## src/verilog/fbr_pkg.sv

```systemverilog
// Shared constants for the fieldbus reset and frequency setup block.
package fbr_pkg;

	////////////////////////////////////////////////////////////////////////
	// Register byte offsets on the APB bus.
	localparam logic [7:0] FBR_OFF_CONFIG = 8'h00;
	localparam logic [7:0] FBR_OFF_LINK = 8'h04;
	localparam logic [7:0] FBR_OFF_STATUS = 8'h08;
	localparam logic [7:0] FBR_OFF_CMD = 8'h0C;
	localparam logic [7:0] FBR_OFF_SETPOINT = 8'h10;
	localparam logic [7:0] FBR_OFF_INSTR = 8'h14;
	localparam logic [7:0] FBR_OFF_FREQ = 8'h18;
	localparam logic [7:0] FBR_OFF_MODE = 8'h1C;

	////////////////////////////////////////////////////////////////////////
	// Field positions.
	localparam int FBR_CFG_SCOPE_BIT = 0;
	localparam int FBR_CFG_SIGN_BIT = 1;
	localparam int FBR_CFG_START_LSB = 4;
	localparam int FBR_CFG_EXT_LSB = 8;
	localparam int FBR_CFG_RES_LSB = 16;
	localparam int FBR_LINK_STN_LSB = 0;
	localparam int FBR_LINK_BAUD_LSB = 8;
	localparam int FBR_CMD_ERR_RST_BIT = 0;
	localparam int FBR_CMD_VOL_BIT = 1;
	localparam int FBR_CMD_NV_BIT = 2;
	localparam int FBR_CMD_DRV_RST_BIT = 3;
	localparam int FBR_CMD_FWD_BIT = 4;
	localparam int FBR_CMD_REV_BIT = 5;
	localparam int FBR_INSTR_DATA_LSB = 16;

	////////////////////////////////////////////////////////////////////////
	// Setting ranges, reset values and codes.
	localparam logic [6:0] FBR_STN_MIN = 7'h01;
	localparam logic [6:0] FBR_STN_MAX = 7'h40;
	localparam logic [6:0] FBR_STN_RESET = 7'h01;
	localparam logic [2:0] FBR_BAUD_MAX = 3'h4;
	localparam logic [2:0] FBR_BAUD_RESET = 3'h0;
	localparam logic [15:0] FBR_UNSIGNED_MAX = 16'hE678;
	localparam logic [7:0] FBR_FREQ_WRITE_VOLATILE_CODE = 8'hED;
	localparam logic [7:0] FBR_FREQ_WRITE_NONVOLATILE_CODE = 8'hEE;
	localparam logic [7:0] FBR_WRITE_MODE_ERROR_CODE = 8'h01;
	localparam logic [7:0] FBR_NO_ERROR_CODE = 8'h00;
	localparam logic [7:0] FBR_RES_FINE_A = 8'h01;
	localparam logic [7:0] FBR_RES_FINE_B = 8'h0B;

	////////////////////////////////////////////////////////////////////////
	// Timing.
	localparam int FBR_CLK_HZ = 125_000_000;
	localparam int FBR_LOCK_TIME_MS = 1000;
	localparam int FBR_LOCK_CYCLES = FBR_LOCK_TIME_MS * (FBR_CLK_HZ / 1000);
	localparam int FBR_BLINK_TIME_MS = 250;
	localparam int FBR_BLINK_CYCLES = FBR_BLINK_TIME_MS * (FBR_CLK_HZ / 1000);

	////////////////////////////////////////////////////////////////////////
	// Operation modes and reset sequencer states.
	typedef enum logic [1:0] {
		FBR_MODE_EXT = 2'b00,
		FBR_MODE_NET = 2'b01,
		FBR_MODE_PANEL = 2'b10
	} fbr_mode_t;

	typedef enum logic [1:0] {
		FBR_SEQ_IDLE = 2'b00,
		FBR_SEQ_PULSE = 2'b01,
		FBR_SEQ_LOCK = 2'b10
	} fbr_seq_t;

endpackage

```

## src/verilog/fbr_setpoint.sv

```systemverilog
// Decoder of the frequency setpoint word as unsigned or two's complement.
`timescale 1ns/1ps
module fbr_setpoint import fbr_pkg::*; (
	// Setpoint word and sign setting.
	input wire logic [15:0] word,
	input wire logic signed_mode,
	// Decoded magnitude in 0.01 Hz, sign and range check.
	output logic [15:0] mag,
	output logic neg,
	output logic in_range
);

	// Negative signed words are negated to a magnitude; unsigned words above 590.00 Hz are flagged out of range.
	always_comb begin
		if (signed_mode) begin
			neg = word[15];
			mag = word[15] ? 16'(~word + 16'h0001) : word;
			in_range = 1'b1;
		end else begin
			neg = 1'b0;
			mag = word;
			in_range = (word <= FBR_UNSIGNED_MAX);
		end
	end

endmodule

```

## src/verilog/fbr_blink.sv

```systemverilog
// Flasher for the link-error indicator, paced by an enable divider.
`timescale 1ns/1ps
module fbr_blink import fbr_pkg::*; #(
	parameter int unsigned HALF_CYCLES = FBR_BLINK_CYCLES
) (
	// Clock and reset.
	input wire logic core_clk,
	input wire logic sys_rst,
	// Flash request and indicator.
	input wire logic active,
	output logic led
);

	localparam int CW = $clog2(HALF_CYCLES + 1);

	logic [CW-1:0] cnt_q;
	logic tick;
	logic led_q;

	assign tick = (cnt_q == CW'(HALF_CYCLES - 1));
	assign led = led_q;

	// Divider making one enable pulse per half period while flashing.
	always_ff @(posedge core_clk or posedge sys_rst) begin
		if (sys_rst) begin
			cnt_q <= '0;
		end else if (!active || tick) begin
			cnt_q <= '0;
		end else begin
			cnt_q <= cnt_q + CW'(1);
		end
	end

	// Indicator toggles on each enable and goes dark when no flash is wanted.
	always_ff @(posedge core_clk or posedge sys_rst) begin
		if (sys_rst) begin
			led_q <= 1'b0;
		end else if (!active) begin
			led_q <= 1'b0;
		end else if (tick) begin
			led_q <= ~led_q;
		end
	end

endmodule

```

## src/verilog/fbr_top.sv

```systemverilog
// Reset acceptance, link settings and frequency setpoint handling of a fieldbus drive option.
//
// Overview of operation
// - Reset-scope 0 accepts network error reset in every operation mode.
// - Reset-scope 1 accepts network error reset only in network mode.
// - Error reset acts only while a protective trip is active.
// - Any network reset is rejected while a communication line error is present.
// - Reset in network mode returns to external mode when startup setting is zero.
// - Link stays up during reset; control commands ignored about 1 s afterwards.
// - Station number accepted within 1 to 64, default 1.
// - Baud codes 0 to 4 mean 156k, 625k, 2.5M, 5M, 10M; default 0.
// - Changed station or baud flashes indicator; applied at power-on or hard clear.
// - Sign setting 0 reads unsigned 0 to 59000, setting 1 two's complement.
// - Signed negative setpoint swaps commanded direction; positive keeps it.
// - Signed mode refuses nonvolatile setpoint write with write-mode error code.
// - Signed mode with both write bits executes only the volatile write.
// - Power-on or reset sets sign positive and frequency 0 Hz.
// - Frequency-write instruction codes leave the stored sign unchanged.
// - Resolution setting 1 or 11 selects 0.1 r/min speed steps.
//
// Added by the designer: the register addresses and the APB register port.
`timescale 1ns/1ps
module fbr_top import fbr_pkg::*; #(
	parameter int unsigned LOCK_CYCLES = FBR_LOCK_CYCLES,
	parameter int unsigned BLINK_CYCLES = FBR_BLINK_CYCLES
) (
	// Clock and reset.
	input wire logic core_clk,
	input wire logic sys_rst,
	// APB slave.
	input wire logic psel,
	input wire logic penable,
	input wire logic pwrite,
	input wire logic [7:0] paddr,
	input wire logic [31:0] pwdata,
	output logic [31:0] prdata,
	output logic pready,
	output logic pslverr,
	// Drive core status.
	input wire logic trip_active,
	input wire logic line_error,
	input wire logic hard_clear_terminal,
	// Drive core commands and state.
	output logic [1:0] op_mode,
	output logic error_reset_pulse,
	output logic drive_reset_pulse,
	output logic nvm_write_pulse,
	output logic run_fwd,
	output logic run_rev,
	output logic [15:0] freq_mag,
	output logic freq_neg,
	output logic fine_speed_step,
	output logic [6:0] station_active,
	output logic [2:0] baud_active,
	output logic link_err_led,
	output logic cmd_locked
);

	localparam int LW = $clog2(LOCK_CYCLES + 1);

	// Address decode shared by the strobes and the error answer.
	function automatic logic fbr_in_map(input logic [7:0] a);
		fbr_in_map = (a[1:0] == 2'b00) && (a <= FBR_OFF_MODE);
	endfunction

	////////////////////////////////////////////////////////////////////////
	// State.
	logic scope_q, sign_set_q;
	logic [3:0] start_q;
	logic [7:0] ext_q, res_q;
	logic [6:0] stn_pend_q, stn_act_q;
	logic [2:0] baud_pend_q, baud_act_q;
	fbr_mode_t mode_q;
	fbr_seq_t seq_q;
	logic [LW-1:0] lock_cnt_q;
	logic start_fwd_q, start_rev_q;
	logic [15:0] sp_word_q, freq_mag_q;
	logic freq_neg_q;
	logic [7:0] wr_err_q;
	logic err_rst_q, drv_rst_q, nvm_q, run_fwd_q, run_rev_q;
	logic [31:0] prdata_q;

	// Strobes and decoded requests.
	logic wr, wr_cfg, wr_link, wr_cmd, wr_sp, wr_instr, wr_mode;
	logic err_req, err_ok, drv_req, drv_ok, rst_take, clr_sp;
	logic vol, nv, do_wr, do_nvm, nv_refuse, ins_vol, ins_nv, ins_ok;
	logic [15:0] ins_data, dec_mag;
	logic dec_neg, dec_ok, pending, eff_neg;

	assign wr = psel && penable && pwrite && fbr_in_map(paddr);
	assign wr_cfg = wr && (paddr == FBR_OFF_CONFIG);
	assign wr_link = wr && (paddr == FBR_OFF_LINK);
	assign wr_cmd = wr && (paddr == FBR_OFF_CMD) && !cmd_locked;
	assign wr_sp = wr && (paddr == FBR_OFF_SETPOINT);
	assign wr_instr = wr && (paddr == FBR_OFF_INSTR) && !cmd_locked;
	assign wr_mode = wr && (paddr == FBR_OFF_MODE);
	assign cmd_locked = (seq_q != FBR_SEQ_IDLE);

	// Network reset acceptance.
	assign err_req = wr_cmd && pwdata[FBR_CMD_ERR_RST_BIT];
	assign err_ok = trip_active && !line_error
		&& (!scope_q || mode_q == FBR_MODE_NET);
	assign drv_req = wr_cmd && pwdata[FBR_CMD_DRV_RST_BIT];
	assign drv_ok = !line_error && (mode_q == FBR_MODE_NET);
	assign rst_take = (err_req && err_ok) || (drv_req && drv_ok);
	assign clr_sp = rst_take || hard_clear_terminal;

	// Setpoint write selection from the cyclic write bits.
	assign vol = wr_cmd && pwdata[FBR_CMD_VOL_BIT];
	assign nv = wr_cmd && pwdata[FBR_CMD_NV_BIT];
	assign do_wr = (vol || (nv && !sign_set_q)) && dec_ok;
	assign do_nvm = do_wr && nv && !sign_set_q && (!vol || ext_q != 8'h00);
	assign nv_refuse = nv && !vol && sign_set_q;

	// Instruction-code frequency writes carry a magnitude only.
	assign ins_data = pwdata[FBR_INSTR_DATA_LSB +: 16];
	assign ins_vol = wr_instr && (pwdata[7:0] == FBR_FREQ_WRITE_VOLATILE_CODE);
	assign ins_nv = wr_instr && (pwdata[7:0] == FBR_FREQ_WRITE_NONVOLATILE_CODE);
	assign ins_ok = sign_set_q ? !ins_data[15] : (ins_data <= FBR_UNSIGNED_MAX);
	assign pending = (stn_pend_q != stn_act_q) || (baud_pend_q != baud_act_q);
	assign eff_neg = sign_set_q && freq_neg_q;

	fbr_setpoint u_setpoint (
		.word(sp_word_q),
		.signed_mode(sign_set_q),
		.mag(dec_mag),
		.neg(dec_neg),
		.in_range(dec_ok)
	);

	fbr_blink #(.HALF_CYCLES(BLINK_CYCLES)) u_blink (
		.core_clk(core_clk),
		.sys_rst(sys_rst),
		.active(pending),
		.led(link_err_led)
	);

	////////////////////////////////////////////////////////////////////////
	// Configuration settings written by software.
	always_ff @(posedge core_clk or posedge sys_rst) begin
		if (sys_rst) begin
			scope_q <= 1'b0;
			sign_set_q <= 1'b0;
			start_q <= 4'h0;
			ext_q <= 8'h00;
			res_q <= 8'h00;
		end else if (wr_cfg) begin
			scope_q <= pwdata[FBR_CFG_SCOPE_BIT];
			sign_set_q <= pwdata[FBR_CFG_SIGN_BIT];
			start_q <= pwdata[FBR_CFG_START_LSB +: 4];
			ext_q <= pwdata[FBR_CFG_EXT_LSB +: 8];
			res_q <= pwdata[FBR_CFG_RES_LSB +: 8];
		end
	end

	// Pending link settings; out-of-range values are dropped.
	always_ff @(posedge core_clk or posedge sys_rst) begin
		if (sys_rst) begin
			stn_pend_q <= FBR_STN_RESET;
			baud_pend_q <= FBR_BAUD_RESET;
		end else if (wr_link) begin
			if (pwdata[FBR_LINK_STN_LSB +: 7] >= FBR_STN_MIN
				&& pwdata[FBR_LINK_STN_LSB +: 7] <= FBR_STN_MAX
				&& pwdata[7] == 1'b0) begin
				stn_pend_q <= pwdata[FBR_LINK_STN_LSB +: 7];
			end
			if (pwdata[FBR_LINK_BAUD_LSB +: 3] <= FBR_BAUD_MAX) begin
				baud_pend_q <= pwdata[FBR_LINK_BAUD_LSB +: 3];
			end
		end
	end

	// Active link settings follow only at power-on or the hard clear terminal.
	always_ff @(posedge core_clk or posedge sys_rst) begin
		if (sys_rst) begin
			stn_act_q <= FBR_STN_RESET;
			baud_act_q <= FBR_BAUD_RESET;
		end else if (hard_clear_terminal) begin
			stn_act_q <= stn_pend_q;
			baud_act_q <= baud_pend_q;
		end
	end

	// Operation mode: software selects it, a reset taken in network mode returns it.
	always_ff @(posedge core_clk or posedge sys_rst) begin
		if (sys_rst) begin
			mode_q <= FBR_MODE_EXT;
		end else if ((rst_take || hard_clear_terminal) && mode_q == FBR_MODE_NET) begin
			mode_q <= (start_q == 4'h0) ? FBR_MODE_EXT : FBR_MODE_NET;
		end else if (wr_mode && pwdata[1:0] != 2'b11) begin
			mode_q <= fbr_mode_t'(pwdata[1:0]);
		end
	end

	// Reset sequencer: one pulse, then a lockout of control commands.
	always_ff @(posedge core_clk or posedge sys_rst) begin
		if (sys_rst) begin
			seq_q <= FBR_SEQ_IDLE;
			lock_cnt_q <= '0;
		end else begin
			unique case (seq_q)
				FBR_SEQ_IDLE: begin
					lock_cnt_q <= '0;
					if (rst_take || hard_clear_terminal) begin
						seq_q <= FBR_SEQ_PULSE;
					end
				end
				FBR_SEQ_PULSE: begin
					if (!hard_clear_terminal) begin
						seq_q <= FBR_SEQ_LOCK;
					end
				end
				FBR_SEQ_LOCK: begin
					lock_cnt_q <= lock_cnt_q + LW'(1);
					if (hard_clear_terminal) begin
						seq_q <= FBR_SEQ_PULSE;
						lock_cnt_q <= '0;
					end else if (lock_cnt_q == LW'(LOCK_CYCLES - 1)) begin
						seq_q <= FBR_SEQ_IDLE;
					end
				end
				default: begin
					seq_q <= FBR_SEQ_IDLE;
				end
			endcase
		end
	end

	// Reset pulses to the drive core.
	always_ff @(posedge core_clk or posedge sys_rst) begin
		if (sys_rst) begin
			err_rst_q <= 1'b0;
			drv_rst_q <= 1'b0;
		end else begin
			err_rst_q <= err_req && err_ok;
			drv_rst_q <= drv_req && drv_ok;
		end
	end

	// Start command levels and setpoint word.
	always_ff @(posedge core_clk or posedge sys_rst) begin
		if (sys_rst) begin
			start_fwd_q <= 1'b0;
			start_rev_q <= 1'b0;
			sp_word_q <= 16'h0000;
		end else if (clr_sp) begin
			start_fwd_q <= 1'b0;
			start_rev_q <= 1'b0;
			sp_word_q <= 16'h0000;
		end else begin
			if (wr_cmd) begin
				start_fwd_q <= pwdata[FBR_CMD_FWD_BIT];
				start_rev_q <= pwdata[FBR_CMD_REV_BIT];
			end
			if (wr_sp) begin
				sp_word_q <= pwdata[15:0];
			end
		end
	end

	// Set frequency, sign and write-mode error.
	always_ff @(posedge core_clk or posedge sys_rst) begin
		if (sys_rst) begin
			freq_mag_q <= 16'h0000;
			freq_neg_q <= 1'b0;
			wr_err_q <= FBR_NO_ERROR_CODE;
			nvm_q <= 1'b0;
		end else if (clr_sp) begin
			freq_mag_q <= 16'h0000;
			freq_neg_q <= 1'b0;
			wr_err_q <= FBR_NO_ERROR_CODE;
			nvm_q <= 1'b0;
		end else begin
			nvm_q <= do_nvm || (ins_nv && ins_ok);
			if (do_wr) begin
				freq_mag_q <= dec_mag;
				freq_neg_q <= dec_neg;
				wr_err_q <= FBR_NO_ERROR_CODE;
			end else if (nv_refuse) begin
				wr_err_q <= FBR_WRITE_MODE_ERROR_CODE;
			end else if ((ins_vol || ins_nv) && ins_ok) begin
				freq_mag_q <= ins_data;
				wr_err_q <= FBR_NO_ERROR_CODE;
			end
		end
	end

	// Actual run direction combines the start command with the setpoint sign.
	always_ff @(posedge core_clk or posedge sys_rst) begin
		if (sys_rst) begin
			run_fwd_q <= 1'b0;
			run_rev_q <= 1'b0;
		end else begin
			run_fwd_q <= (start_fwd_q != start_rev_q) && (start_fwd_q != eff_neg);
			run_rev_q <= (start_fwd_q != start_rev_q) && (start_rev_q != eff_neg);
		end
	end

	// Read data is captured in the setup cycle and shown in the access cycle.
	always_ff @(posedge core_clk or posedge sys_rst) begin
		if (sys_rst) begin
			prdata_q <= 32'h0000_0000;
		end else if (psel && !penable) begin
			unique case (paddr)
				FBR_OFF_CONFIG: prdata_q <= {8'h00, res_q, ext_q, start_q, 2'b00, sign_set_q, scope_q};
				FBR_OFF_LINK: prdata_q <= {21'h00_0000, baud_pend_q, 1'b0, stn_pend_q};
				FBR_OFF_STATUS: prdata_q <= {5'h00, baud_act_q, 1'b0, stn_act_q, wr_err_q, 2'b00,
					line_error, trip_active, pending, cmd_locked, mode_q};
				FBR_OFF_CMD: prdata_q <= {26'h000_0000, start_rev_q, start_fwd_q, 4'h0};
				FBR_OFF_SETPOINT: prdata_q <= {16'h0000, sp_word_q};
				FBR_OFF_FREQ: prdata_q <= {15'h0000, freq_neg_q, freq_mag_q};
				FBR_OFF_MODE: prdata_q <= {30'h0000_0000, mode_q};
				default: prdata_q <= 32'h0000_0000;
			endcase
		end
	end

	// Outputs.
	assign prdata = prdata_q;
	assign pready = 1'b1;
	assign pslverr = psel && penable && !fbr_in_map(paddr);
	assign op_mode = mode_q;
	assign error_reset_pulse = err_rst_q;
	assign drive_reset_pulse = drv_rst_q;
	assign nvm_write_pulse = nvm_q;
	assign run_fwd = run_fwd_q;
	assign run_rev = run_rev_q;
	assign freq_mag = freq_mag_q;
	assign freq_neg = freq_neg_q;
	assign fine_speed_step = (res_q == FBR_RES_FINE_A) || (res_q == FBR_RES_FINE_B);
	assign station_active = stn_act_q;
	assign baud_active = baud_act_q;

	////////////////////////////////////////////////////////////////////////
	// Assertions.
	scope_any_mode_a: assert property (@(posedge core_clk) disable iff (sys_rst)
		err_req && !scope_q && trip_active && !line_error |=> error_reset_pulse)
		else $error("error reset refused with scope zero");
	scope_net_only_a: assert property (@(posedge core_clk) disable iff (sys_rst)
		err_req && scope_q && mode_q != FBR_MODE_NET |=> !error_reset_pulse)
		else $error("error reset taken outside network mode");
	trip_needed_a: assert property (@(posedge core_clk) disable iff (sys_rst)
		error_reset_pulse |-> $past(trip_active))
		else $error("error reset without a trip");
	line_err_block_a: assert property (@(posedge core_clk) disable iff (sys_rst)
		(err_req || drv_req) && line_error |=> !error_reset_pulse && !drive_reset_pulse)
		else $error("reset taken during line error");
	mode_return_a: assert property (@(posedge core_clk) disable iff (sys_rst)
		rst_take && mode_q == FBR_MODE_NET && start_q == 4'h0 |=> op_mode == FBR_MODE_EXT)
		else $error("mode not external after reset");
	lockout_hold_a: assert property (@(posedge core_clk) disable iff (sys_rst)
		rst_take |=> cmd_locked [*8])
		else $error("commands not locked after reset");
	station_range_a: assert property (@(posedge core_clk) disable iff (sys_rst)
		stn_pend_q >= FBR_STN_MIN && stn_pend_q <= FBR_STN_MAX)
		else $error("station number out of range");
	led_dark_a: assert property (@(posedge core_clk) disable iff (sys_rst)
		!pending && !$past(pending) |-> !link_err_led)
		else $error("indicator lit with settings applied");
	nv_refused_a: assert property (@(posedge core_clk) disable iff (sys_rst)
		nv_refuse && !clr_sp |=> wr_err_q == FBR_WRITE_MODE_ERROR_CODE && $stable(freq_mag_q))
		else $error("signed nonvolatile write not refused");
	instr_sign_a: assert property (@(posedge core_clk) disable iff (sys_rst)
		(ins_vol || ins_nv) && !do_wr && !clr_sp |=> $stable(freq_neg_q))
		else $error("instruction write changed sign");
	drv_net_only_a: assert property (@(posedge core_clk) disable iff (sys_rst)
		drv_req && mode_q != FBR_MODE_NET |=> !drive_reset_pulse)
		else $error("drive reset outside network mode");

endmodule

```

## config.mk

```make
export PLATFORM = sky130hd
export DESIGN_NAME = fbr_top
export DESIGN_NICKNAME = d
export VERILOG_FILES = /design/src/verilog/fbr_pkg.sv /design/src/verilog/fbr_setpoint.sv /design/src/verilog/fbr_blink.sv /design/src/verilog/fbr_top.sv
export SDC_FILE = /design/constraint.sdc
export NUM_CORES = 1
export LEC_CHECK = 0
export BUFFER_PORTS_ARGS = -buffer_cell sky130_fd_sc_hd__buf_2
export CORE_ASPECT_RATIO = 1.5
export CORE_MARGIN = 2
export CORE_UTILIZATION = 30
export DETAILED_ROUTE_END_ITERATION = 10
export PLACE_DENSITY = 0.56
export SLEW_MARGIN = 25
export SYNTH_ARGS = -nofsm -noshare
export SYNTH_HDL_FRONTEND = slang
export SYNTH_SLANG_ARGS = --single-unit
```

## constraint.sdc

```tcl
create_clock -name core_clk -period 7.1 [get_ports core_clk]
set_input_delay 1.065 -clock core_clk [delete_from_list [all_inputs] [get_ports core_clk]]
set_output_delay 1.065 -clock core_clk [all_outputs]
set_load 0.02 [all_outputs]
```

==> results of run 1 <==
worst min-delay path by stage:
| stage | to | from | slack, ps | cells past startpoint |
|---|---|---|---|---|
| 3_3_place_gp | prdata[23] | prdata[23] | 460 | 2 |
| 3_5_place_dp | prdata[13] | prdata[13] | 460 | 1 |
| 2_1_floorplan | u_blink.cnt_q[0] | u_blink.cnt_q[0] | 450 | 1 |
| 5_1_grt | prdata[8] | prdata[8] | 500 | 1 |
| 4_1_cts | prdata[13] | prdata[13] | 480 | 1 |
| 6_report | prdata[10] | prdata[10] | 470 | 1 |
cells by family (layout without fill, tap and decap cells):
| group | Yosys count | after routing |
|---|---|---|
| and+or+nand+nor | 327 | 327 |
| adders and majority gates | 3 | 3 |
| buffers and inverters | 71 | 168 |
| AOI/OAI and AO/OA | 170 | 170 |
| xor gates and xnor gates | 74 | 74 |
| DFF | 167 | 167 |
| other | 2 | 7 |
| muxes | 59 | 59 |
power by group through the flow:
stage | Clock [W] | Sequential, W | Combinational (W)
2_1_floorplan | 0 | 0.000976 | 0.0000628
3_3_place_gp | 0 | 0.000977 | 0.000108
3_5_place_dp | 0 | 0.000977 | 0.000110
4_1_cts | 0.000985 | 0.000959 | 0.000110
5_1_grt | 0.00102 | 0.000959 | 0.000120
6_report | 0.000960 | 0.000959 | 0.000109
synth_stat cells, types with 16 or more instances:
| cell | instances |
|---|---|
| xor2_1 | 50 |
| mux2i_1 | 20 |
| clkbuf_1 | 42 |
| a21oi_1 | 55 |
| inv_1 | 18 |
| nand2_1 | 93 |
| dfrtp_1 | 165 |
| nand4_1 | 27 |
| o21ai_0 | 37 |
| nand3_1 | 30 |
| xnor2_1 | 24 |
| nor2_1 | 80 |
| mux2_2 | 39 |
| nor4_1 | 16 |
| nor3_1 | 19 |
per-stage QoR:
step | setup slack, ps | hold slack (ps) | total power (W)
6_report | 3580 | 472 | 0.00203
5_1_grt | 3460 | 498 | 0.00210
4_1_cts | 3220 | 479 | 0.00205
3_5_place_dp | 2760 | 462 | 0.00109
3_3_place_gp | 2830 | 458 | 0.00109
2_1_floorplan | 1520 | 455 | 0.00104
registers in the layout (all words and copies together), names as in the netlist, 3 cells and up:
signal,cells
sp_word_q,16
station_active,7
u_blink.cnt_q,25
stn_pend_q,7
baud_active,3
freq_mag,16
ext_q,8
baud_pend_q,3
lock_cnt_q,27
start_q,4
res_q,8
prdata,27
cell type report:
cell class / instances / area, sq um / area share (%)
Antenna cell: 1 / 2.50 / 0.0250
Clock buffer: 19 / 443 / 4.42
Clock inverter: 13 / 159 / 1.58
Inverter: 18 / 75.1 / 0.749
Multi-Input combinational cell: 639 / 4130 / 41.2
Sequential cell: 167 / 4180 / 41.7
Tap cell: 346 / 433 / 4.32
Timing Repair Buffer: 118 / 606 / 6.04
layer usage:
layer | up-vias | GRT usage, % | wire length [microns]
li1 | 3313 | - | -
met1 | 3486 | 23.0 | 11000
met2 | 243 | 32.5 | 14100
met3 | 49 | 2.92 | 1270
met4 | 0 | 7.83 | 923
met5 | - | 0 | 0
critical path: cells and delay by family:
| family | cells | cell delay, ps |
|---|---|---|
| buffers and inverters | 1 | 110 |
| multiplexers | 1 | 440 |
| AND/OR/NAND/NOR | 3 | 2200 |
cells in the final DEF, fill, tap and decap left out, types with 5 or more instances in the layout:
| master | count |
|---|---|
| dfrtp_1 | 165 |
| buf_2 | 112 |
| nand2_1 | 92 |
| nor2_1 | 79 |
| a21oi_1 | 55 |
| xor2_1 | 50 |
| mux2_2 | 39 |
| o21ai_0 | 37 |
| nand3_1 | 30 |
| nand4_1 | 27 |
| xnor2_1 | 24 |
| mux2i_1 | 20 |
| nor3_1 | 18 |
| inv_1 | 17 |
| clkbuf_16 | 17 |
| nor4_1 | 14 |
| a22oi_1 | 13 |
| and3_1 | 11 |
| a222oi_1 | 11 |
| a21o_1 | 10 |
| nor3b_1 | 6 |
| nand2b_1 | 6 |
| and4_1 | 6 |
| conb_1 | 6 |
| buf_4 | 6 |
| a31oi_1 | 5 |
| a22o_1 | 5 |
==> results.sh, run 1 <==
export IMPL_fp_dieArea_sq_um=29900
export IMPL_period_share_pct=49.6
export IMPL_grt_antenna_before_repair=1
export IMPL_skew_ps=16.6
export IMPL_netlist_area_sq_um=8560
export IMPL_synth_xor_area_share_pct=7.57
export IMPL_vias=7091
export IMPL_worst_slew_pin_slew_ps=1050
export IMPL_fp_coreArea_sq_um=28100
export IMPL_p_comb_share_pct=5.4
export IMPL_die_width_microns=142
export IMPL_synthAdderAreaFrac_pct=0.438
export IMPL_max_freq_ghz=0.284
export IMPL_startpoint_type="input port"
export IMPL_io_pins=119
export IMPL_async_flop_share_pct=100
export IMPL_grt_overflow=0
export IMPL_avgSynthCellArea_sq_um=9.81
export IMPL_hold_viol=0
export IMPL_grtUsageTotal_pct=18.7
export IMPL_yosysSeqAreaShare_pct=48.8
export IMPL_slowest_delay_ps=990
export IMPL_min_period_ps=3520
export IMPL_synth_top_family_by_area="simple AND/OR/NAND/NOR gates"
export IMPL_synth_area_mux_share_pct=7.47
export IMPL_critPathSlowestCell="and4_1"
export IMPL_synth_simple_area_share_pct=19.1
export IMPL_relSlewSlack_pct=29.8
export IMPL_synth_edf_count=0
export IMPL_hpwl_microns=19800
export IMPL_switching_share_pct=25.0
export IMPL_grt_max_degree=105
export IMPL_crit_fanout=22
export IMPL_worstPathRequired_ps=7430
export IMPL_maxCapViolations=0
export IMPL_clk_path_buf_depth=2
export IMPL_antenna_left=0
export IMPL_dp_cells=1288
export IMPL_path_cells="buf_2 > nor3_1 > and4_1 > nand2_2 > mux2_2"
export IMPL_timing_rr_end="freq_mag[6]"
export IMPL_grt_pass1_vias=6960
export IMPL_arrival_ps=3850
export IMPL_cts_inserted_buffers=17
export IMPL_crit_start="paddr[5]"
export IMPL_yosys_warnings=0
export IMPL_numPortBuffers=112
export IMPL_first_pass_iters=6
export IMPL_drt_total_wl_microns=27200
export IMPL_nFillCells=2836
export IMPL_r2r_cells=7
export IMPL_power_density_nw_per_um2=202
export IMPL_layout_cells_non_filler=1321
export IMPL_crit_end="sign_set_q"
export IMPL_drc=0
export IMPL_clk_pin_slew_ps=70
export IMPL_r2r_slack_ps=3870
export IMPL_synth_compound_area_share_pct=13.0
export IMPL_nets=1012
export IMPL_synth_top_area_share_pct=48.2
export IMPL_grt_pass1_wl_microns=41900
export IMPL_yosys_area_top_type="dfrtp_1"
export IMPL_ir_worst_vdd_mv=0.160
export IMPL_drive_gt1_share_pct=21.1
export IMPL_drt_vias_per_instance=5.37
export IMPL_synthCells=873
export IMPL_min_path_type="reg -> reg"
export IMPL_power_internal_w=0.00152
export IMPL_setup_tns_ps=0
export IMPL_post_cts_setup_buffers=0
export IMPL_p_leak_nw=4.46
export IMPL_synth_seq_cells=167
export IMPL_outcome="completed"
export IMPL_yosys_top_cells_area="dfrtp_1 48%, mux2_2 5.1%, xor2_1 5.1%"
export IMPL_report_final_setup_viol=0
export IMPL_die_h_microns=211
export IMPL_post_route_util_pct=35.7
export IMPL_post_dp_cell_area_sq_um=9420
export IMPL_sequentialPowerShare_pct=47.3
export IMPL_cts_resized=0
export IMPL_first_iter_violations=555
export IMPL_numClockSinks=167
export IMPL_cts_tree="done"
export IMPL_cts_max_level=4
export IMPL_wl_per_cell_microns=20.6
export IMPL_clockPowerShare_pct=47.3
export IMPL_r2r_start="sp_word_q[1]"
export IMPL_area_delta_synth_final_pct=17.1
export IMPL_setup_worst_path_end_class="register"
export IMPL_slew_violations=0
export IMPL_grt_setup_unrepaired="false"
export IMPL_core_rowCount=75
export IMPL_start_util_pct=30.5
export IMPL_yosys_cell_types_count=63
export IMPL_p_sw_w=0.000507
export IMPL_gp_congestion=0.946
export IMPL_fin_area_sq_um=10000
export IMPL_ctsRootBufferMaster="clkbuf_16"
export IMPL_yosys_most_used_dff="dfrtp_1"
export IMPL_ctsHoldBuffers=0
export IMPL_clock_latency_ps=450
export IMPL_crit_type="in -> reg"
No activity file was read; power rests on OpenSTA's default activity.
==> inputs of run 2 (changes only) <==
ABC_AREA = 1   (was unset)
PLACE_DENSITY = 0.58   (was 0.56)
clock period = 3.1 ns   (was 7.1 ns; I/O delays follow)
==> run 2 against run 1 <==
  * Register-to-register slack lost 3100 ps
  * Global-route usage grew 1.2 points
  * Clock skew down 4.0 ps
  * Wire length rose by 13%
  * Via count up 20%
==> results.sh, run 2 <==
export IMPL_synth_xor_area_share_pct=2.97
export IMPL_yosys_cell_types_count=50
export IMPL_antenna_left=0
export IMPL_vias=8527
export IMPL_outcome="completed"
export IMPL_relSlewSlack_pct=51.3
export IMPL_die_h_microns=218
export IMPL_yosys_top_cells_area="dfrtp_1 45%, nand2_1 14%, nor2_1 5.5%"
export IMPL_nFillCells=3201
export IMPL_async_flop_share_pct=100
export IMPL_synth_seq_cells=167
export IMPL_first_pass_iters=5
export IMPL_skew_ps=12.6
export IMPL_min_path_type="in -> reg"
export IMPL_core_rowCount=78
export IMPL_post_route_util_pct=35.5
export IMPL_drt_total_wl_microns=30800
export IMPL_synthCells=1210
export IMPL_synthAdderAreaFrac_pct=0.411
export IMPL_grt_pass1_vias=8495
export IMPL_gp_congestion=0.939
export IMPL_io_pins=119
export IMPL_r2r_start="sp_word_q[0]"
export IMPL_clk_path_buf_depth=2
export IMPL_grt_overflow=0
export IMPL_min_period_ps=2380
export IMPL_ctsHoldBuffers=1
export IMPL_setup_worst_path_end_class="register"
export IMPL_hp_start="pwdata[12]"
export IMPL_drt_vias_per_instance=4.91
export IMPL_grt_antenna_before_repair=0
export IMPL_report_final_setup_viol=0
export IMPL_synth_area_mux_share_pct=0.863
export IMPL_layout_area_seq_sq_um=4180
export IMPL_timing_rr_end="freq_mag[0]"
export IMPL_cts_tree="done"
export IMPL_hold_end="ext_q[4]"
export IMPL_netlist_area_sq_um=9130
export IMPL_synth_simple_area_share_pct=32.2
export IMPL_crit_type="reg -> reg"
export IMPL_nets=1374
export IMPL_synthTopCellsByCount="334 x nand2_1, 165 x dfrtp_1, 134 x nor2_1, 126 x inv_1, 93 x nand3_1"
export IMPL_ctsRootBufferMaster="clkbuf_16"
export IMPL_yosysMostFrequentCell="nand2_1"
export IMPL_yosys_most_used_dff="dfrtp_1"
export IMPL_startpoint_type="register"
export IMPL_drive_gt1_share_pct=15.7
export IMPL_yosysSeqAreaShare_pct=45.8
export IMPL_ir_worst_vdd_mv=0.412
export IMPL_period_share_pct=76.7
export IMPL_post_cts_setup_buffers=0
export IMPL_crit_fanout=19
export IMPL_hpwl_microns=24200
export IMPL_clk_pin_slew_ps=70
export IMPL_post_dp_cell_area_sq_um=10200
export IMPL_synth_edf_count=0
export IMPL_numClockSinks=167
export IMPL_slew_violations=0
export IMPL_fp_dieArea_sq_um=31900
export IMPL_diodes=0
export IMPL_fp_coreArea_sq_um=30200
export IMPL_start_util_pct=30.3
export IMPL_clock_latency_ps=450
export IMPL_cts_resized=0
export IMPL_hold_viol=0
export IMPL_yosys_area_top_type="dfrtp_1"
export IMPL_final_cell_mix="334 x nand2_1, 165 x dfrtp_1, 134 x nor2_1, 125 x inv_1, 112 x buf_2"
export IMPL_final_common_cell="nand2_1"
export IMPL_max_freq_ghz=0.421
export IMPL_numPortBuffers=112
export IMPL_r2r_cells=13
export IMPL_avgSynthCellArea_sq_um=7.55
export IMPL_cts_max_level=4
export IMPL_worstPathRequired_ps=3480
export IMPL_finalHoldWorstSlack_ps=262
export IMPL_synth_top_area_share_pct=45.2
export IMPL_synth_top_family_by_area="simple AND/OR/NAND/NOR gates"
export IMPL_r2r_slack_ps=720
export IMPL_cts_inserted_buffers=17
export IMPL_area_delta_synth_final_pct=17.4
export IMPL_grt_max_degree=80
export IMPL_maxCapViolations=0
export IMPL_arrival_ps=2750
export IMPL_multi_input_comb_area_sq_um=4250
export IMPL_worst_slew_pin_slew_ps=725
export IMPL_yosys_warnings=0
export IMPL_power_density_nw_per_um2=455
export IMPL_grt_pass1_wl_microns=48100
export IMPL_p_leak_nw=5.22
export IMPL_synth_compound_area_share_pct=9.86
export IMPL_fin_area_sq_um=10700
export IMPL_grtUsageTotal_pct=19.9
export IMPL_first_iter_violations=493
export IMPL_wl_per_cell_microns=17.7
export IMPL_hold_depth=2
export IMPL_drc=0
export IMPL_grt_setup_unrepaired="false"
export IMPL_die_width_microns=146
export IMPL_setup_tns_ps=0
[run 2: cell types whose count changed in the layout (fill, tap and decap cells not counted), sizes merged, moves of 32 or more]
cell   before  now
inv        25  144
mux2       39    7
nand2      93  339
nand3      30   97
nor2       80  147
o21ai      38   98
[run 2: cell families (layout without fill, tap and decap cells)]
| group | after synthesis | count (layout) |
|---|---|---|
| AO/OA/AOI/OAI | 163 | 163 |
| XOR/XNOR | 31 | 31 |
| adder cells (fa/ha/maj) | 3 | 3 |
| buffers and inverters | 178 | 300 |
| flip-flops | 167 | 167 |
| multiplexers | 7 | 7 |
| other | 2 | 6 |
| AND/OR/NAND/NOR | 659 | 659 |
[run 2: area by class of cell]
| cell class | instances | area share [%] |
|---|---|---|
| clock inverters | 14 | 1.06 |
| clock buffers | 18 | 4.10 |
| inverters | 140 | 4.94 |
| flip-flops and latches | 167 | 39.0 |
| well taps | 400 | 4.67 |
| repair buffers | 128 | 6.61 |
| multi-input cells | 869 | 39.6 |
[run 2: power breakdown]
group	switching (W)	internal [W]
combinational	0.000416	0.000151
clock	0.000966	0.00106
sequential	0.0000554	0.00223
total	0.00144	0.00344
[run 2: worst max-delay path, cell delays in order (launching register included)]
cell and delay [ps]:
dfrtp_1 350, inv_1 60, ha_1 230, nand2_1 120
nand4_1 110, nand2_1 70, nand2_1 50, nand2_1 60
nand2_2 240, nand2_4 310, nand3_4 230, inv_2 320
nand2_1 90, o21ai_1 80
[run 2: worst max path at each step]
stage,startpoint,endpoint,slack [ps],cells after the start
2_1_floorplan,sys_rst,baud_active[0],510,1
3_3_place_gp,paddr[6],stn_pend_q[4],610,10
3_5_place_dp,paddr[6],stn_pend_q[4],610,10
4_1_cts,baud_pend_q[1],u_blink.cnt_q[5],750,7
5_1_grt,sp_word_q[0],freq_mag[0],500,13
6_report,sp_word_q[0],freq_mag[0],720,13
[run 2: metal layers]
metal,GRT usage [%],wire length [microns]
met5,0,0
met4,9.77,1340
met3,3.51,1090
met2,38.0,16800
met1,20.8,11500
[run 2: per-stage QoR]
stage          worst slack [ps]  cells  power [W]
2_1_floorplan               510   1214    0.00266
3_3_place_gp                606   1703    0.00288
3_5_place_dp                607   1703    0.00289
4_1_cts                     751   1736    0.00495
5_1_grt                     497   1736    0.00511
6_report                    724   1736    0.00488
==> inputs of run 3 (changes only) <==
clock period = 1.91 ns   (was 3.1 ns; I/O delays follow)
==> run 3 against run 2 <==
  * Sequential share of layout area is 2.2 points lower
  * Total power up 72%
  * Non-clock buffer count increased by 53
  * Sequential power rose by 62%
  * Utilization is 2.1 points higher
  * Worst hold slack worse by 170 ps
  * Critical endpoint is now fine_speed_step
==> results.sh, run 3 (synthesis gave the netlist of run 2 again) <==
export IMPL_r2r_start="sign_set_q"
export IMPL_startpoint_type="register"
export IMPL_nets=1427
export IMPL_skew_ps=15.8
export IMPL_core_rowCount=78
export IMPL_numPortBuffers=112
export IMPL_hpwl_microns=24200
export IMPL_timing_rr_end="freq_mag[6]"
export IMPL_antenna_left=0
export IMPL_setup_worst_path_end_class="output pin"
export IMPL_report_final_setup_viol=0
export IMPL_total_power_w=0.00838
export IMPL_place_ws_ps=-168
export IMPL_drt_total_wl_microns=30600
export IMPL_clk_path_buf_depth=2
export IMPL_hold_end="ext_q[6]"
export IMPL_cts_inserted_buffers=17
export IMPL_min_period_ps=1820
export IMPL_first_pass_iters=6
export IMPL_start_util_pct=30.3
export IMPL_fp_dieArea_sq_um=31900
export IMPL_path_delay_family="compound AO/OA/AOI/OAI gates"
export IMPL_drc=0
export IMPL_die_width_microns=146
export IMPL_p_comb_share_pct=11.5
export IMPL_r2r_cells=8
export IMPL_worst_slew_pin_slew_ps=668
export IMPL_grt_antenna_before_repair=0
export IMPL_setup_ws_ps=91.5
export IMPL_grt_overflow=0
export IMPL_outcome="completed"
export IMPL_critPathSlowestCell="dfrtp_1"
export IMPL_drt_vias_per_instance=4.89
export IMPL_path_cells="o21ai_1 > a2111oi_4 > buf_4"
export IMPL_p_sw_w=0.00228
export IMPL_slowest_delay_ps=440
export IMPL_hold_depth=2
export IMPL_r2r_slack_ps=110
export IMPL_maxCapViolations=0
export IMPL_hold_viol=0
export IMPL_grt_pass1_vias=8917
export IMPL_finalHoldWorstSlack_ps=89.5
export IMPL_worstPathRequired_ps=1620
export IMPL_vias=8740
export IMPL_clk_pin_slew_ps=70
export IMPL_numClockSinks=167
export IMPL_cts_tree="done"
export IMPL_hp_start="pwdata[14]"
export IMPL_diodes=0
export IMPL_ctsRootBufferMaster="clkbuf_16"
export IMPL_grt_max_degree=55
export IMPL_grt_pass1_wl_microns=48300
export IMPL_die_h_microns=218
export IMPL_post_route_util_pct=37.6
export IMPL_grt_setup_unrepaired="true"
export IMPL_final_common_cell="nand2_1"
export IMPL_slew_violations=0
export IMPL_period_share_pct=95.2
export IMPL_sequentialPowerShare_pct=44.1
export IMPL_worst_path_buf_inv=1
export IMPL_grtUsageTotal_pct=19.7
export IMPL_gp_congestion=0.919
export IMPL_min_path_type="in -> reg"
export IMPL_power_internal_w=0.00610
export IMPL_p_leak_nw=5.54
export IMPL_switching_share_pct=27.2
export IMPL_max_freq_ghz=0.550
export IMPL_clock_latency_ps=450
export IMPL_setup_tns_ps=0
export IMPL_ir_worst_vdd_mv=0.670
export IMPL_final_cell_mix="334 x nand2_1, 165 x dfrtp_1, 127 x nor2_1, 119 x inv_1, 111 x buf_2"
export IMPL_arrival_ps=1530
export IMPL_crit_fanout=4
export IMPL_crit_type="reg -> out"
export IMPL_drive_gt1_share_pct=20.0
export IMPL_first_iter_violations=596
export IMPL_wl_per_cell_microns=17.1
export IMPL_area_delta_synth_final_pct=24.3
export IMPL_io_pins=119
export IMPL_clockPowerShare_pct=44.4
export IMPL_cts_max_level=4
export IMPL_fp_coreArea_sq_um=30200
export IMPL_power_density_nw_per_um2=738
export IMPL_relSlewSlack_pct=55.1
run 3: cell count changes in the layout (fill, tap and decap cells not counted), sizes merged:
cell,delta
bufinv,+4
inv,-4
buf,+53
clkinv,-2
clkinvlp,+1
run 3: worst max-delay path by stage:
stage                     startpoint                end  cells after the start
floorplan                    sys_rst     baud_active[0]                      1
global placement            paddr[0]          prdata[8]                     12
detailed placement          paddr[1]          prdata[8]                     12
CTS                         res_q[4]    fine_speed_step                      4
global route        u_blink.cnt_q[0]  u_blink.cnt_q[18]                      9
finish                      res_q[1]    fine_speed_step                      3
run 3: stage by stage:
stage	instances	instance area, sq um
after floorplan	1214	9150
after global placement	1753	10600
after detailed placement	1753	10600
after CTS	1785	11300
after global routing	1788	11300
final	1788	11300
run 3: layer usage:
| metal | wire length [microns] | GRT usage, % | vias to the layer above |
|---|---|---|---|
| li1 | - | - | 4261 |
| met1 | 11800 | 21.2 | 4145 |
| met2 | 16200 | 36.8 | 253 |
| met3 | 1060 | 3.12 | 81 |
| met4 | 1570 | 10.6 | 0 |
| met5 | 0 | 0 | - |
run 3: power by group through the flow:
| stage | sequential (W) | combinational (W) | clock, W |
|---|---|---|---|
| floorplan | 0.00377 | 0.000552 | 0 |
| global placement | 0.00376 | 0.000933 | 0 |
| detailed placement | 0.00376 | 0.000941 | 0 |
| CTS | 0.00370 | 0.000948 | 0.00381 |
| global route | 0.00370 | 0.00109 | 0.00395 |
| finish | 0.00370 | 0.000963 | 0.00372 |
run 3: worst register-to-register path: stages (launching register included):
cell        delay [ps]
dfrtp_1            500
nand2_1            180
clkinvlp_4         230
o21ai_0            160
xor2_1             330
nand3_1            150
nand2_1             80
nand3_1             60
nand2_1             60
run 3: final cells by class:
| type | instances | area, sq um |
|---|---|---|
| inverters | 140 | 538 |
| well taps | 400 | 500 |
| flip-flops and latches | 167 | 4180 |
| fillers | 3168 | 18800 |
| repair buffers | 181 | 1200 |
| clock inverters | 13 | 194 |
| clock buffers | 18 | 429 |
| multi-input cells | 869 | 4310 |
run 3: timing repair:
action                                  CTS  global route
resized for setup                         9            16
hold endpoints to repair                 10             0
setup buffers                             0             3
pin swaps                                 2             3
endpoints found under the setup margin    5            44
cloned                                    0             0
hold buffers                              1             0
